File: config.mk
export PLATFORM = sky130hd
export DESIGN_NAME = afmec_host
export DESIGN_NICKNAME = d
export VERILOG_FILES = /design/src/afmec_pkg.sv /design/src/afmec_host.sv
export VERILOG_INCLUDE_DIRS = /design/src
export SDC_FILE = /design/constraint.sdc
export NUM_CORES = 1
export LEC_CHECK = 0
export BUFFER_PORTS_ARGS = -buffer_cell sky130_fd_sc_hd__clkbuf_2
export CAP_MARGIN = 20
export CORE_ASPECT_RATIO = 0.75
export CORE_UTILIZATION = 50
export CTS_BUF_LIST = sky130_fd_sc_hd__clkbuf_4
export DETAILED_ROUTE_END_ITERATION = 12
export HOLD_SLACK_MARGIN = 0.08
export PLACE_DENSITY_LB_ADDON = 0.3
export SYNTH_ARGS = -nofsm -noshare
export SYNTH_HDL_FRONTEND = slang
export SYNTH_SLANG_ARGS = --single-unit
export TNS_END_PERCENT = 30
File: constraint.sdc
create_clock -name sys_clk_in -period 4.6 [get_ports sys_clk_in]
set_input_delay 1.15 -clock sys_clk_in [delete_from_list [all_inputs] [get_ports sys_clk_in]]
set_output_delay 1.15 -clock sys_clk_in [all_outputs]
set_load 0.005 [all_outputs]
File: src/afmec_defines.svh
`ifndef AFMEC_DEFINES_SVH
`define AFMEC_DEFINES_SVH
// Behaviour
// - exactly one chained device has first-load low
// - all other chained devices hold first-load high
// - each expansion output feeds next expansion input
// - composite flags are or of device flags
// - width expansion: parallel controls, flags from one
// - write strobe toggles only while not full
// - read and write high during retransmit

// ----------------------------------------
// timing
// ----------------------------------------
`define AFMEC_CLK_NS 20
`define AFMEC_STROBE_NS 80
`define AFMEC_RECOV_NS 60
`define AFMEC_RESET_NS 100
`define AFMEC_CYC(ns) (((ns) + `AFMEC_CLK_NS - 1) / `AFMEC_CLK_NS)
`define AFMEC_STROBE_CYC `AFMEC_CYC(`AFMEC_STROBE_NS)
`define AFMEC_RECOV_CYC `AFMEC_CYC(`AFMEC_RECOV_NS)
`define AFMEC_RESET_CYC `AFMEC_CYC(`AFMEC_RESET_NS)

// ----------------------------------------
// geometry
// ----------------------------------------
`define AFMEC_LANE_BITS 9
`define AFMEC_MIN_DEPTH 256
`define AFMEC_MAX_DEPTH 8192
`define AFMEC_BUF_DEPTH 2
`endif

File: src/afmec_pkg.sv
package afmec_pkg;
    timeunit 1ns;
    timeprecision 100ps;
    typedef enum logic [2:0] {
        AFMEC_ST_RESET,
        AFMEC_ST_IDLE,
        AFMEC_ST_WRITE,
        AFMEC_ST_READ,
        AFMEC_ST_RETRANS,
        AFMEC_ST_RECOV
    } afmec_state_t;

    // all strobes are active low at the pins
    typedef struct packed {
        logic pointer_reset_n;
        logic write_n;
        logic read_n;
        logic retransmit_strobe_n;
    } afmec_strobes_t;

    typedef struct packed {
        logic empty;
        logic full;
        logic half_full;
    } afmec_status_t;
endpackage : afmec_pkg

File: src/afmec_host.sv
`include "afmec_defines.svh"

module afmec_host
    import afmec_pkg::*;
#(
    parameter int DEVS = 1,
    parameter int LANES = 1,
    parameter int DEV_DEPTH = 256
) (
    input wire logic sys_clk_in,
    input wire logic rst_n_in,
    input wire logic reset_req_in,
    input wire logic retransmit_req_in,
    input wire logic wr_valid_in,
    input wire logic [LANES*`AFMEC_LANE_BITS-1:0] wr_data_in,
    output logic wr_ready_out,
    output logic rd_valid_out,
    output logic [LANES*`AFMEC_LANE_BITS-1:0] rd_data_out,
    input wire logic rd_ready_in,
    output afmec_status_t status_out,
    output logic busy_out,
    output afmec_strobes_t fifo_ctrl_out,
    output logic [LANES*`AFMEC_LANE_BITS-1:0] fifo_data_out,
    input wire logic [LANES*`AFMEC_LANE_BITS-1:0] fifo_data_in,
    input wire logic [DEVS-1:0] empty_flag_n_in,
    input wire logic [DEVS-1:0] full_flag_n_in,
    input wire logic half_full_flag_n_in,
    output logic [DEVS-1:0] first_load_select_out
);
    timeunit 1ns;
    timeprecision 100ps;
    localparam int W = LANES * `AFMEC_LANE_BITS;
    localparam logic [3:0] STROBE_CYC = 4'(`AFMEC_STROBE_CYC);
    localparam logic [3:0] RECOV_CYC = 4'(`AFMEC_RECOV_CYC);
    localparam logic [3:0] RESET_CYC = 4'(`AFMEC_RESET_CYC);
    localparam logic SINGLE = (DEVS == 1);

    if (DEVS < 1 || LANES < 1 || DEV_DEPTH < `AFMEC_MIN_DEPTH
        || DEV_DEPTH > `AFMEC_MAX_DEPTH) begin : g_bad_params
        $error("afmec_host: unsupported DEVS, LANES or DEV_DEPTH");
    end

    // ----------------------------------------
    // flag and data synchronisers
    // ----------------------------------------
    logic [DEVS-1:0] empty_s1_reg, empty_s2_reg, full_s1_reg, full_s2_reg;
    logic half_s1_reg, half_s2_reg;
    logic [W-1:0] data_s1_reg, data_s2_reg;

    always_ff @(posedge sys_clk_in) begin
        empty_s1_reg <= empty_flag_n_in;
        empty_s2_reg <= empty_s1_reg;
        full_s1_reg <= full_flag_n_in;
        full_s2_reg <= full_s1_reg;
        half_s1_reg <= half_full_flag_n_in;
        half_s2_reg <= half_s1_reg;
        data_s1_reg <= fifo_data_in;
        data_s2_reg <= data_s1_reg;
    end

    // composite of active-low flags: low only when every device is low
    function automatic logic comp_flag(input logic [DEVS-1:0] flags_n);
        return |flags_n;
    endfunction : comp_flag

    logic empty_comp_n, full_comp_n;
    assign empty_comp_n = comp_flag(empty_s2_reg);
    assign full_comp_n = comp_flag(full_s2_reg);

    // first device of a chain loads first, the rest wait; the devices hand
    // ownership along their own expansion ring, so no chain pin comes here
    for (genvar i = 0; i < DEVS; i++) begin : g_first_load
        assign first_load_select_out[i] = (i != 0);
    end

    // ----------------------------------------
    // two-entry read buffer
    // ----------------------------------------
    logic [W-1:0] buf_mem_reg [`AFMEC_BUF_DEPTH];
    logic [W-1:0] buf_mem_next [`AFMEC_BUF_DEPTH];
    logic buf_wr_reg, buf_wr_next, buf_rd_reg, buf_rd_next;
    logic [1:0] buf_cnt_reg, buf_cnt_next;
    logic push, pop;

    assign pop = rd_valid_out && rd_ready_in;
    assign rd_valid_out = (buf_cnt_reg != 2'h0);
    assign rd_data_out = buf_mem_reg[buf_rd_reg];

    always_comb begin
        buf_mem_next = buf_mem_reg;
        buf_wr_next = buf_wr_reg;
        buf_rd_next = buf_rd_reg;
        buf_cnt_next = buf_cnt_reg;
        if (push) begin
            buf_mem_next[buf_wr_reg] = data_s2_reg;
            buf_wr_next = ~buf_wr_reg;
        end
        if (pop) begin
            buf_rd_next = ~buf_rd_reg;
        end
        if (push && !pop) begin
            buf_cnt_next = buf_cnt_reg + 2'h1;
        end else if (pop && !push) begin
            buf_cnt_next = buf_cnt_reg - 2'h1;
        end
    end

    always_ff @(posedge sys_clk_in) begin
        buf_mem_reg <= buf_mem_next;
        if (!rst_n_in) begin
            buf_wr_reg <= 1'b0;
            buf_rd_reg <= 1'b0;
            buf_cnt_reg <= 2'h0;
        end else begin
            buf_wr_reg <= buf_wr_next;
            buf_rd_reg <= buf_rd_next;
            buf_cnt_reg <= buf_cnt_next;
        end
    end

    // ----------------------------------------
    // strobe sequencer
    // ----------------------------------------
    afmec_state_t state_reg, state_next;
    afmec_strobes_t ctrl_reg, ctrl_next;
    logic [3:0] cnt_reg, cnt_next;
    logic [W-1:0] wdata_reg, wdata_next;
    logic prefer_rd_reg, prefer_rd_next;
    logic rt_go, rd_go, wr_go;

    // retransmit does not exist on a chained device
    assign rt_go = retransmit_req_in && SINGLE;
    // a read is only started on a non-empty fifo with buffer room
    assign rd_go = empty_comp_n && (buf_cnt_reg != 2'h2);
    // a write strobe is only started while full is deasserted
    assign wr_go = wr_valid_in && full_comp_n;
    assign wr_ready_out = (state_reg == AFMEC_ST_IDLE) && !reset_req_in && !rt_go
                          && full_comp_n && !(rd_go && prefer_rd_reg);

    always_comb begin
        state_next = state_reg;
        cnt_next = cnt_reg + 4'h1;
        wdata_next = wdata_reg;
        prefer_rd_next = prefer_rd_reg;
        push = 1'b0;
        case (state_reg)
            AFMEC_ST_RESET: begin
                if (cnt_reg == RESET_CYC - 4'h1) begin
                    state_next = AFMEC_ST_RECOV;
                    cnt_next = 4'h0;
                end
            end
            AFMEC_ST_IDLE: begin
                cnt_next = 4'h0;
                if (reset_req_in) begin
                    state_next = AFMEC_ST_RESET;
                end else if (rt_go) begin
                    state_next = AFMEC_ST_RETRANS;
                end else if (rd_go && (prefer_rd_reg || !wr_go)) begin
                    state_next = AFMEC_ST_READ;
                    prefer_rd_next = 1'b0;
                end else if (wr_go) begin
                    state_next = AFMEC_ST_WRITE;
                    wdata_next = wr_data_in;
                    prefer_rd_next = 1'b1;
                end
            end
            AFMEC_ST_WRITE, AFMEC_ST_RETRANS: begin
                if (cnt_reg == STROBE_CYC - 4'h1) begin
                    state_next = AFMEC_ST_RECOV;
                    cnt_next = 4'h0;
                end
            end
            AFMEC_ST_READ: begin
                // sample late in the pulse so the synchroniser holds the word
                if (cnt_reg == STROBE_CYC - 4'h1) begin
                    push = 1'b1;
                    state_next = AFMEC_ST_RECOV;
                    cnt_next = 4'h0;
                end
            end
            AFMEC_ST_RECOV: begin
                // recovery also lets the flags settle through the synchroniser
                if (cnt_reg == RECOV_CYC - 4'h1) begin
                    state_next = AFMEC_ST_IDLE;
                    cnt_next = 4'h0;
                end
            end
            default: begin
                state_next = AFMEC_ST_RESET;
                cnt_next = 4'h0;
            end
        endcase
        ctrl_next = '{pointer_reset_n: 1'b1, write_n: 1'b1, read_n: 1'b1,
                      retransmit_strobe_n: 1'b1};
        case (state_next)
            AFMEC_ST_RESET: ctrl_next.pointer_reset_n = 1'b0;
            AFMEC_ST_WRITE: ctrl_next.write_n = 1'b0;
            AFMEC_ST_READ: ctrl_next.read_n = 1'b0;
            AFMEC_ST_RETRANS: ctrl_next.retransmit_strobe_n = 1'b0;
            default: ctrl_next = ctrl_next;
        endcase
    end

    always_ff @(posedge sys_clk_in) begin
        if (!rst_n_in) begin
            // a pointer reset is mandatory after power up
            state_reg <= AFMEC_ST_RESET;
            cnt_reg <= 4'h0;
            ctrl_reg <= '{pointer_reset_n: 1'b0, write_n: 1'b1, read_n: 1'b1,
                          retransmit_strobe_n: 1'b1};
            wdata_reg <= '0;
            prefer_rd_reg <= 1'b0;
        end else begin
            state_reg <= state_next;
            cnt_reg <= cnt_next;
            ctrl_reg <= ctrl_next;
            wdata_reg <= wdata_next;
            prefer_rd_reg <= prefer_rd_next;
        end
    end

    assign fifo_ctrl_out = ctrl_reg;
    // data is held through recovery to cover hold after the write edge
    assign fifo_data_out = wdata_reg;
    assign busy_out = (state_reg != AFMEC_ST_IDLE);
    assign status_out = '{empty: !empty_comp_n, full: !full_comp_n,
                          half_full: SINGLE && !half_s2_reg};

    // ----------------------------------------
    // assertions
    // ----------------------------------------
    property p_write_not_full;
        @(posedge sys_clk_in) disable iff (!rst_n_in)
        $fell(ctrl_reg.write_n) |-> $past(full_comp_n);
    endproperty
    a_write_not_full: assert property (p_write_not_full)
        else $error("write strobe started while full");

    property p_read_not_empty;
        @(posedge sys_clk_in) disable iff (!rst_n_in)
        $fell(ctrl_reg.read_n) |-> $past(empty_comp_n) && $past(buf_cnt_reg) != 2'h2;
    endproperty
    a_read_not_empty: assert property (p_read_not_empty)
        else $error("read strobe started while empty or buffer full");

    property p_rt_strobes_high;
        @(posedge sys_clk_in) disable iff (!rst_n_in)
        !ctrl_reg.retransmit_strobe_n |-> ctrl_reg.write_n && ctrl_reg.read_n;
    endproperty
    a_rt_strobes_high: assert property (p_rt_strobes_high)
        else $error("read or write low during retransmit");

    property p_reset_pulse;
        @(posedge sys_clk_in) disable iff (!rst_n_in)
        $fell(ctrl_reg.pointer_reset_n) |->
            (!ctrl_reg.pointer_reset_n && ctrl_reg.write_n && ctrl_reg.read_n)[*5]
            ##1 ctrl_reg.pointer_reset_n;
    endproperty
    a_reset_pulse: assert property (p_reset_pulse)
        else $error("pointer reset pulse wrong length or strobes active");

    property p_write_pulse;
        @(posedge sys_clk_in) disable iff (!rst_n_in)
        $fell(ctrl_reg.write_n) |-> !ctrl_reg.write_n[*4] ##1 ctrl_reg.write_n[*3];
    endproperty
    a_write_pulse: assert property (p_write_pulse)
        else $error("write strobe width or recovery wrong");

    property p_no_rt_chain;
        @(posedge sys_clk_in) disable iff (!rst_n_in)
        !SINGLE |-> ctrl_reg.retransmit_strobe_n && !status_out.half_full;
    endproperty
    a_no_rt_chain: assert property (p_no_rt_chain)
        else $error("retransmit or half-full used in a chain");

    property p_first_load;
        @(posedge sys_clk_in) disable iff (!rst_n_in)
        first_load_select_out == {{(DEVS-1){1'b1}}, 1'b0};
    endproperty
    a_first_load: assert property (p_first_load)
        else $error("first-load selection not unique");

    property p_read_push;
        @(posedge sys_clk_in) disable iff (!rst_n_in)
        $fell(ctrl_reg.read_n) |-> ##3 push ##1 (buf_cnt_reg != 2'h0);
    endproperty
    a_read_push: assert property (p_read_push)
        else $error("read word not captured into buffer");

    c_write: cover property (@(posedge sys_clk_in) $rose(ctrl_reg.write_n));
    c_read: cover property (@(posedge sys_clk_in) $rose(ctrl_reg.read_n));
    c_retransmit: cover property (@(posedge sys_clk_in) $fell(ctrl_reg.retransmit_strobe_n));
    c_buf_full: cover property (@(posedge sys_clk_in) buf_cnt_reg == 2'h2 && !rd_ready_in);
endmodule : afmec_host

-- After elaboration in Yosys (flattened, before gate mapping)
Cells that the tools add are included.
- add/sub/neg operators: 3
- magnitude comparators: 3
- equal/unequal tests: 13
- multiplexer cells: 28
- bitwise operators: 7
- reduce and logical (&&, ||, !) cells: 30
- operators by type and width (kind ; count):
    $mux W9 ; 4
    $mux W3 ; 7
    $bwmux W18 ; 1
    $eq A3 B2 Y1 const B ; 4
    $logic_and A1 B1 Y1 ; 12
    $mux W4 ; 3
    $pmux W3 S4 ; 1
    $pmux W4 S3 ; 1
    $demux W9 S1 ; 1
    $eq A3 B3 Y1 const B ; 3
    $logic_not A1 Y1 ; 9
    $eq A4 B2 Y1 const B ; 2
    $mux W1 ; 8
    $logic_not A3 Y1 ; 2
    $reduce_bool A2 Y1 ; 3
    $not A1 Y1 ; 5
    $reduce_and A5 Y1 ; 1
    $add A4 B1 Y4 const B ; 1
    $eq A4 B3 Y1 const B ; 1
    $ge A2 B2 Y1 const B ; 2
    $mux W2 ; 2
    $not A1 Y2 ; 2
    $reduce_and A4 Y1 ; 1
    $eq A3 B1 Y1 const B ; 1
    7 further kinds ; 7
- bits in registers: 67
- input port bits: 27
- output and inout bits: 29
- word-level logic and storage cells: 105

-- Longest topological paths before layout
Gate-level depths: netlist of run 1.
- depth after elaboration: 10
- mapped depth: 8
- depth with buffers taken out: 8

-- Worst setup path after synthesis of run 1
OpenSTA, ideal clock, no wires.
- kind: input -> output
- from: in retransmit_req_in
- to: out wr_ready_out
- arrival: 1591 ps
- required time: 3450 ps
- path slack: 1859 ps
- stages on the path: 2
- path buffers: 0
- cell sequence: nor3_1 -> and3_1
- word-level cells in the longest chain between the ends: 4
- RTL lines (what ; line ; source):
    start: declaration ; afmec_host.sv:13 ; input wire logic retransmit_req_in,
    $logic_not A1 Y1 ; afmec_host.sv:137 ; assign wr_ready_out = (state_reg == AFMEC_ST_IDLE) && !reset_req_in && !rt_go
    $logic_and A1 B1 Y1 ; afmec_host.sv:137 ;
    $logic_and A1 B1 Y1 (2 in series) ; afmec_host.sv:138 ; && full_comp_n && !(rd_go && prefer_rd_reg);
    end: declaration ; afmec_host.sv:16 ; output logic wr_ready_out,
No other way between the ends.

-- Final worst setup path of run 1
- from: reg state_reg[0]
- to: out wr_ready_out
- word-level cells in the longest chain between the ends: 5
- RTL lines (what ; line ; source):
    start: declaration ; afmec_host.sv:124 ; afmec_state_t state_reg, state_next;
    start signal: assignment ; afmec_host.sv:215 ; state_reg <= state_next;
    $eq A3 B1 Y1 ; afmec_host.sv:137 ;
    $logic_and A1 B1 Y1 (2 in series) ; afmec_host.sv:137 ;
    $logic_and A1 B1 Y1 (2 in series) ; afmec_host.sv:138 ;
No other way between the ends.

==> results_dict.tcl, run 1 <==
set metrics [dict create \
    dr.pass1.iters 4 \
    synth.area.top_cells "dfxtp_1, edfxtp_1, mux2_2, mux2i_1, nor2b_1" \
    synth_area_leader_cell "dfxtp_1" \
    hold_class "reg -> reg" \
    critPathArrivalTime_ps 2000 \
    largest_reg_flops 18 \
    yosysSeqAreaShare_pct 66.67 \
    syn_to_final_growth_pct 18.53 \
    worstPathMaxFanout 7 \
    post_cts_buffers 0 \
    die_h_um 60.51 \
    synth_area_um2 2282 \
    die_w_um 80.01 \
    drv_cap 0 \
    min_period_ps 3153 \
    tightest_slew_ps 853.5 \
    yosys-top-cells-count "dfxtp_1, edfxtp_1, nor2b_1, nor2_1" \
    post_drt_wl_per_cell_um 12.30 \
    antenna_found_initial 0 \
    rsz0062_at_grt "no" \
    clkSlewWorstSetupHoldPaths_ps 100 \
    ios 56 \
    num_vias 1435 \
    clk-insertion-delay-late_ps 400 \
    die_area_um2 4841 \
    power_mw 1.043 \
    start_kind "register" \
    ctsHoldBuffers 0 \
    ir_worst_vdd_mv 0.2412 \
    cellLeakagePower_nw 1.221 \
    r2r-end "buf_mem_reg[14]" \
    reg2reg_from "cnt_reg[1]" \
    period_share_pct 68.54 \
    synth-edff-count 18 \
    reg2regPathDepth 4 \
    portBuffers 54 \
    ys_types 40 \
    yosysTopAreaCellShare_pct 42.98 \
    outcome "completed" \
    setup_violations 0 \
    cts_max_level 3 \
    initial_core_util_pct 54.29 \
    finClkSkew_ps 9.421 \
    slew_headroom_pct 42.38 \
    hold_viol 0 \
    crit_type "reg -> out" \
    grt_pass1_vias 1304 \
    via_per_inst 4.832 \
    tns_ps 0 \
    slew_viol_final 0 \
    critical_path_required_ps 3450 \
    power.density_nw_per_um2 385.7 \
    critPathLaunch "state_reg[0]" \
    drive_above_1_share_pct 34.30 \
    synth_cells 177 \
    yosys_warnings 0 \
    gr-total-overflow 0 \
    routabilityCongestion 0.7169 \
    ys_seq_elements 67 \
    cts_buffers 9 \
    cp-endpoint "wr_ready_out" \
    hpwlAfterDp_um 2661 \
    ant_nets 0 \
    cp-end-kind "primary output" \
    grt_max_degree 19 \
    cts_tree "built" \
    fmax_ghz 0.3172 \
    core_area_um2 4204 \
    clock_path_buffers 2 \
    nNetsFinal 268 \
    ctsRootBufferMaster "clkbuf_4" \
    drt-initial-drc-count 27 \
    grt_pass1_wl_um 5844 \
    route.detailed.drc 0 \
    ys.flop_type "dfxtp_1" \
    cts_resized 0 \
    ys_async_sr_fraction_pct 0 \
    yosysMostFrequentCell "dfxtp_1" \
    grt_use_total_pct 17.19 \
    rows 20 \
    syn_avg_cell_area_um2 12.89 \
    diodes 0 \
    r2r_setup_slack_ps 2220 \
    hold_path.startpoint "data_s1_reg[0]" \
    cts_sinks 67 \
    syn-num-nets 208 \
    wirelength_um 3652 \
]
-- final cells by class --
type	instances	area (um2)
Clock buffer	10	75.07
Sequential cell	67	1521
Multi-Input combinational cell	97	705.7
Timing Repair Buffer	54	270.3
Inverter	8	30.03
Tap cell	55	68.82
Clock inverter	6	33.78
Fill cell	341	1499
-- per-stage QoR --
step | area [um2] | std cells | utilization (%) | hold slack [ps] | setup slack [ps]
global placement | 2596 | 281 | 61.76 | 309.6 | 1541
floorplan | 2282 | 177 | - | 309.6 | 1859
detailed placement | 2596 | 281 | 61.76 | 312.1 | 1537
CTS | 2705 | 297 | 64.35 | 334.9 | 1452
finish | 2705 | 297 | 64.35 | 329.6 | 1447
global route | 2705 | 297 | 64.35 | 337.7 | 1371
-- worst max-delay path, stage by stage (launching register included) --
cell	delay [ps]
dfxtp_1	470
or3b_1	470
nor3_1	340
and3_1	220
clkbuf_2	110
-- power by group --
| part | switching (mW) | internal [mW] |
|---|---|---|
| Sequential | 0.0223 | 0.633 |
| Combinational | 0.0430 | 0.0442 |
| Clock | 0.188 | 0.113 |
-- cell families after synthesis --
logic type	count (synthesis)	share of synthesized area (%)
AO/OA/AOI/OAI	17	5.428
XOR/XNOR	5	1.919
adder cells (fa/ha/maj)	4	2.193
buffers and inverters	13	2.413
flip-flops	67	66.67
multiplexers	18	8.388
other	1	0.1643
AND/OR/NAND/NOR	52	12.83
-- placed cells by master, fill, tap and decap left out, types with 5 or more instances in the layout --
cell      count
edfxtp_1     18
clkinv_2      5
dfxtp_1      49
nor2_1       12
mux2_2        9
clkbuf_4     10
nor2b_1      13
inv_1         8
nand2_1       5
clkbuf_2     54
mux2i_1       9
-- per-layer routing --
layer	GRT usage, %	share of wire, %
met5	0	0
met4	7.653	1.0
met3	8.872	6.9
met2	25.76	45
met1	21.02	48
-- worst min path at each step --
stage                           to  slack [ps]  cells past startpoint
finish              data_s2_reg[0]         330                      0
global route        data_s2_reg[0]         340                      0
CTS                 data_s2_reg[0]         330                      0
detailed placement  data_s2_reg[6]         310                      0
global placement       half_s2_reg         310                      0
floorplan           data_s2_reg[0]         310                      0
No activity file was read; power rests on OpenSTA's default activity.
==> inputs of run 2 (changes only) <==
--- a/config.mk
+++ b/config.mk
@@ -9,7 +9,7 @@
 export BUFFER_PORTS_ARGS = -buffer_cell sky130_fd_sc_hd__clkbuf_2
 export CAP_MARGIN = 20
 export CORE_ASPECT_RATIO = 0.75
-export CORE_UTILIZATION = 50
+export CORE_UTILIZATION = 49
 export CTS_BUF_LIST = sky130_fd_sc_hd__clkbuf_4
 export DETAILED_ROUTE_END_ITERATION = 12
 export HOLD_SLACK_MARGIN = 0.08
==> constraint.sdc (replaced) <==
create_clock -name sys_clk_in -period 2.8 [get_ports sys_clk_in]
set_input_delay 0.7 -clock sys_clk_in [delete_from_list [all_inputs] [get_ports sys_clk_in]]
set_output_delay 0.7 -clock sys_clk_in [all_outputs]
set_load 0.005 [all_outputs]
==> run 2 against run 1 <==
  * Via count is 0.35% lower
  * Flip-flop and latch count did not move
  * Total power increased by 81%
  * Core utilization down 1.9 points
  * Critical path depth stayed put
==> results_dict.tcl, run 2 (same netlist as run 1, synthesis figures left out) <==
set metrics [dict create \
    dr.pass1.iters 4 \
    tightest_slew_ps 542.3 \
    swShare_pct 22.28 \
    r2r_setup_slack_ps 560 \
    nNetsFinal 272 \
    post_drt_wl_per_cell_um 11.60 \
    min_to "full_comp_n" \
    rows 21 \
    route.detailed.drc 0 \
    final_common_cell "clkbuf_2" \
    num_vias 1430 \
    r2r-end "buf_cnt_reg[1]" \
    setup_violations 0 \
    wirelength_um 3514 \
    ctsHoldBuffers 0 \
    fmax_ghz 0.3800 \
    ctsRootBufferMaster "clkbuf_4" \
    routabilityCongestion 0.8627 \
    cts_tree "built" \
    power.density_nw_per_um2 678.2 \
    cts_sinks 67 \
    cts_max_level 3 \
    gr-total-overflow 0 \
    clock_path_buffers 2 \
    hold_viol 0 \
    p_int_mw 1.470 \
    crit_family "simple AND/OR/NAND/NOR gates" \
    critPathArrivalTime_ps 1930 \
    ios 56 \
    drive_above_1_share_pct 34.96 \
    die_w_um 80.81 \
    final_cell_mix "clkbuf_2, dfxtp_1, edfxtp_1" \
    period_share_pct 93.98 \
    power_mw 1.892 \
    worstPathMaxFanout 7 \
    place_inst 287 \
    hold_class "reg -> reg" \
    hold_path.startpoint "full_s1_reg" \
    final_util_pct 62.44 \
    path_buf_inv 1 \
    ant_nets 0 \
    antenna_found_initial 0 \
    grt_use_total_pct 15.68 \
    crit_slowest_cell "dfxtp_1" \
    die_area_um2 4937 \
    cp-end-kind "primary output" \
    crit_type "reg -> out" \
    cts_resized 0 \
    grt_pass1_wl_um 5333 \
    initial_core_util_pct 51.09 \
    clkSlewWorstSetupHoldPaths_ps 100 \
    finClkSkew_ps 7.209 \
    rsz0062_at_grt "no" \
    slew_viol_final 0 \
    syn_to_final_growth_pct 22.20 \
    diodes 0 \
    whs_ps 332.2 \
    post_cts_buffers 0 \
    cts_buffers 9 \
    finalNonFillerCells 303 \
    ir_worst_vdd_mv 0.5475 \
    grt_max_degree 19 \
    drv_cap 0 \
    via_per_inst 4.719 \
    slew_headroom_pct 63.77 \
    hold_depth 0 \
    largest_reg_flops 18 \
    grt_pass1_vias 1223 \
    p_seq_share_pct 56.6 \
    die_h_um 61.10 \
    pwr-share-clk_pct 36.0 \
    p_comb_share_pct 7.4 \
    min_period_ps 2632 \
    tns_ps 0 \
    reg2reg_from "cnt_reg[1]" \
    reg2regPathDepth 7 \
    drt-initial-drc-count 27 \
    clk-insertion-delay-late_ps 380 \
    outcome "completed" \
    cellLeakagePower_nw 1.251 \
    critical_path_required_ps 2100 \
    start_kind "register" \
    worstPathCellList "or3b_1 > nor3_1 > and3_1 > clkbuf_2" \
    core_area_um2 4467 \
    portBuffers 54 \
    switchingPower_mw 0.4215 \
    critPathMaxStageDelay_ps 460 \
    hpwlAfterDp_um 2520 \
]
==> run 2: changes by cell type in the layout (fill, tap and decap cells not counted), sizes merged <==
cell,delta
buf,+4
bufinv,+2
clkbuf,-1
clkinv,-3
clkinvlp,+2
==> run 2: worst max path at each step <==
stage / start / endpoint / slack (ps) / cells after the start
2_1_floorplan: cnt_reg[0] / buf_cnt_reg[1] / 810 / 7
3_3_place_gp: state_reg[0] / wr_ready_out / 620 / 4
3_5_place_dp: cnt_reg[1] / buf_cnt_reg[1] / 530 / 7
4_1_cts: state_reg[0] / wr_ready_out / 160 / 4
5_1_grt: state_reg[0] / wr_ready_out / 60 / 4
6_report: state_reg[0] / wr_ready_out / 170 / 4
==> run 2: through the flow <==
step | worst slack [ps] | area (um2)
final | 168.4 | 2789
after global routing | 62.12 | 2789
after CTS | 159.6 | 2789
after detailed placement | 531.7 | 2629
after global placement | 619.4 | 2629
after floorplan | 808.7 | 2282
==> run 2: power groups by stage <==
stage | Clock (mW) | Combinational, mW | Sequential (mW)
2_1_floorplan | 0 | 0.0959 | 1.09
3_3_place_gp | 0 | 0.142 | 1.09
3_5_place_dp | 0 | 0.141 | 1.09
4_1_cts | 0.711 | 0.142 | 1.07
5_1_grt | 0.752 | 0.160 | 1.08
6_report | 0.681 | 0.140 | 1.07
==> run 2: area by class of cell <==
class                           count  area [um2]
Clock buffer                        9       67.56
Sequential cell                    67        1521
Clock inverter                      7       92.59
Inverter                            8       30.03
Multi-Input combinational cell     97       705.7
Timing Repair Buffer               58       300.3
Fill cell                         375        1678
Tap cell                           57       71.32
==> run 2: metal layers <==
layer	up-vias	global-route usage (%)	part of all wire, %
met2	43	23.53	46
li1	736	-	-
met3	2	8.296	6.8
met4	0	9.184	0.77
met1	649	18.10	47
met5	-	0	0
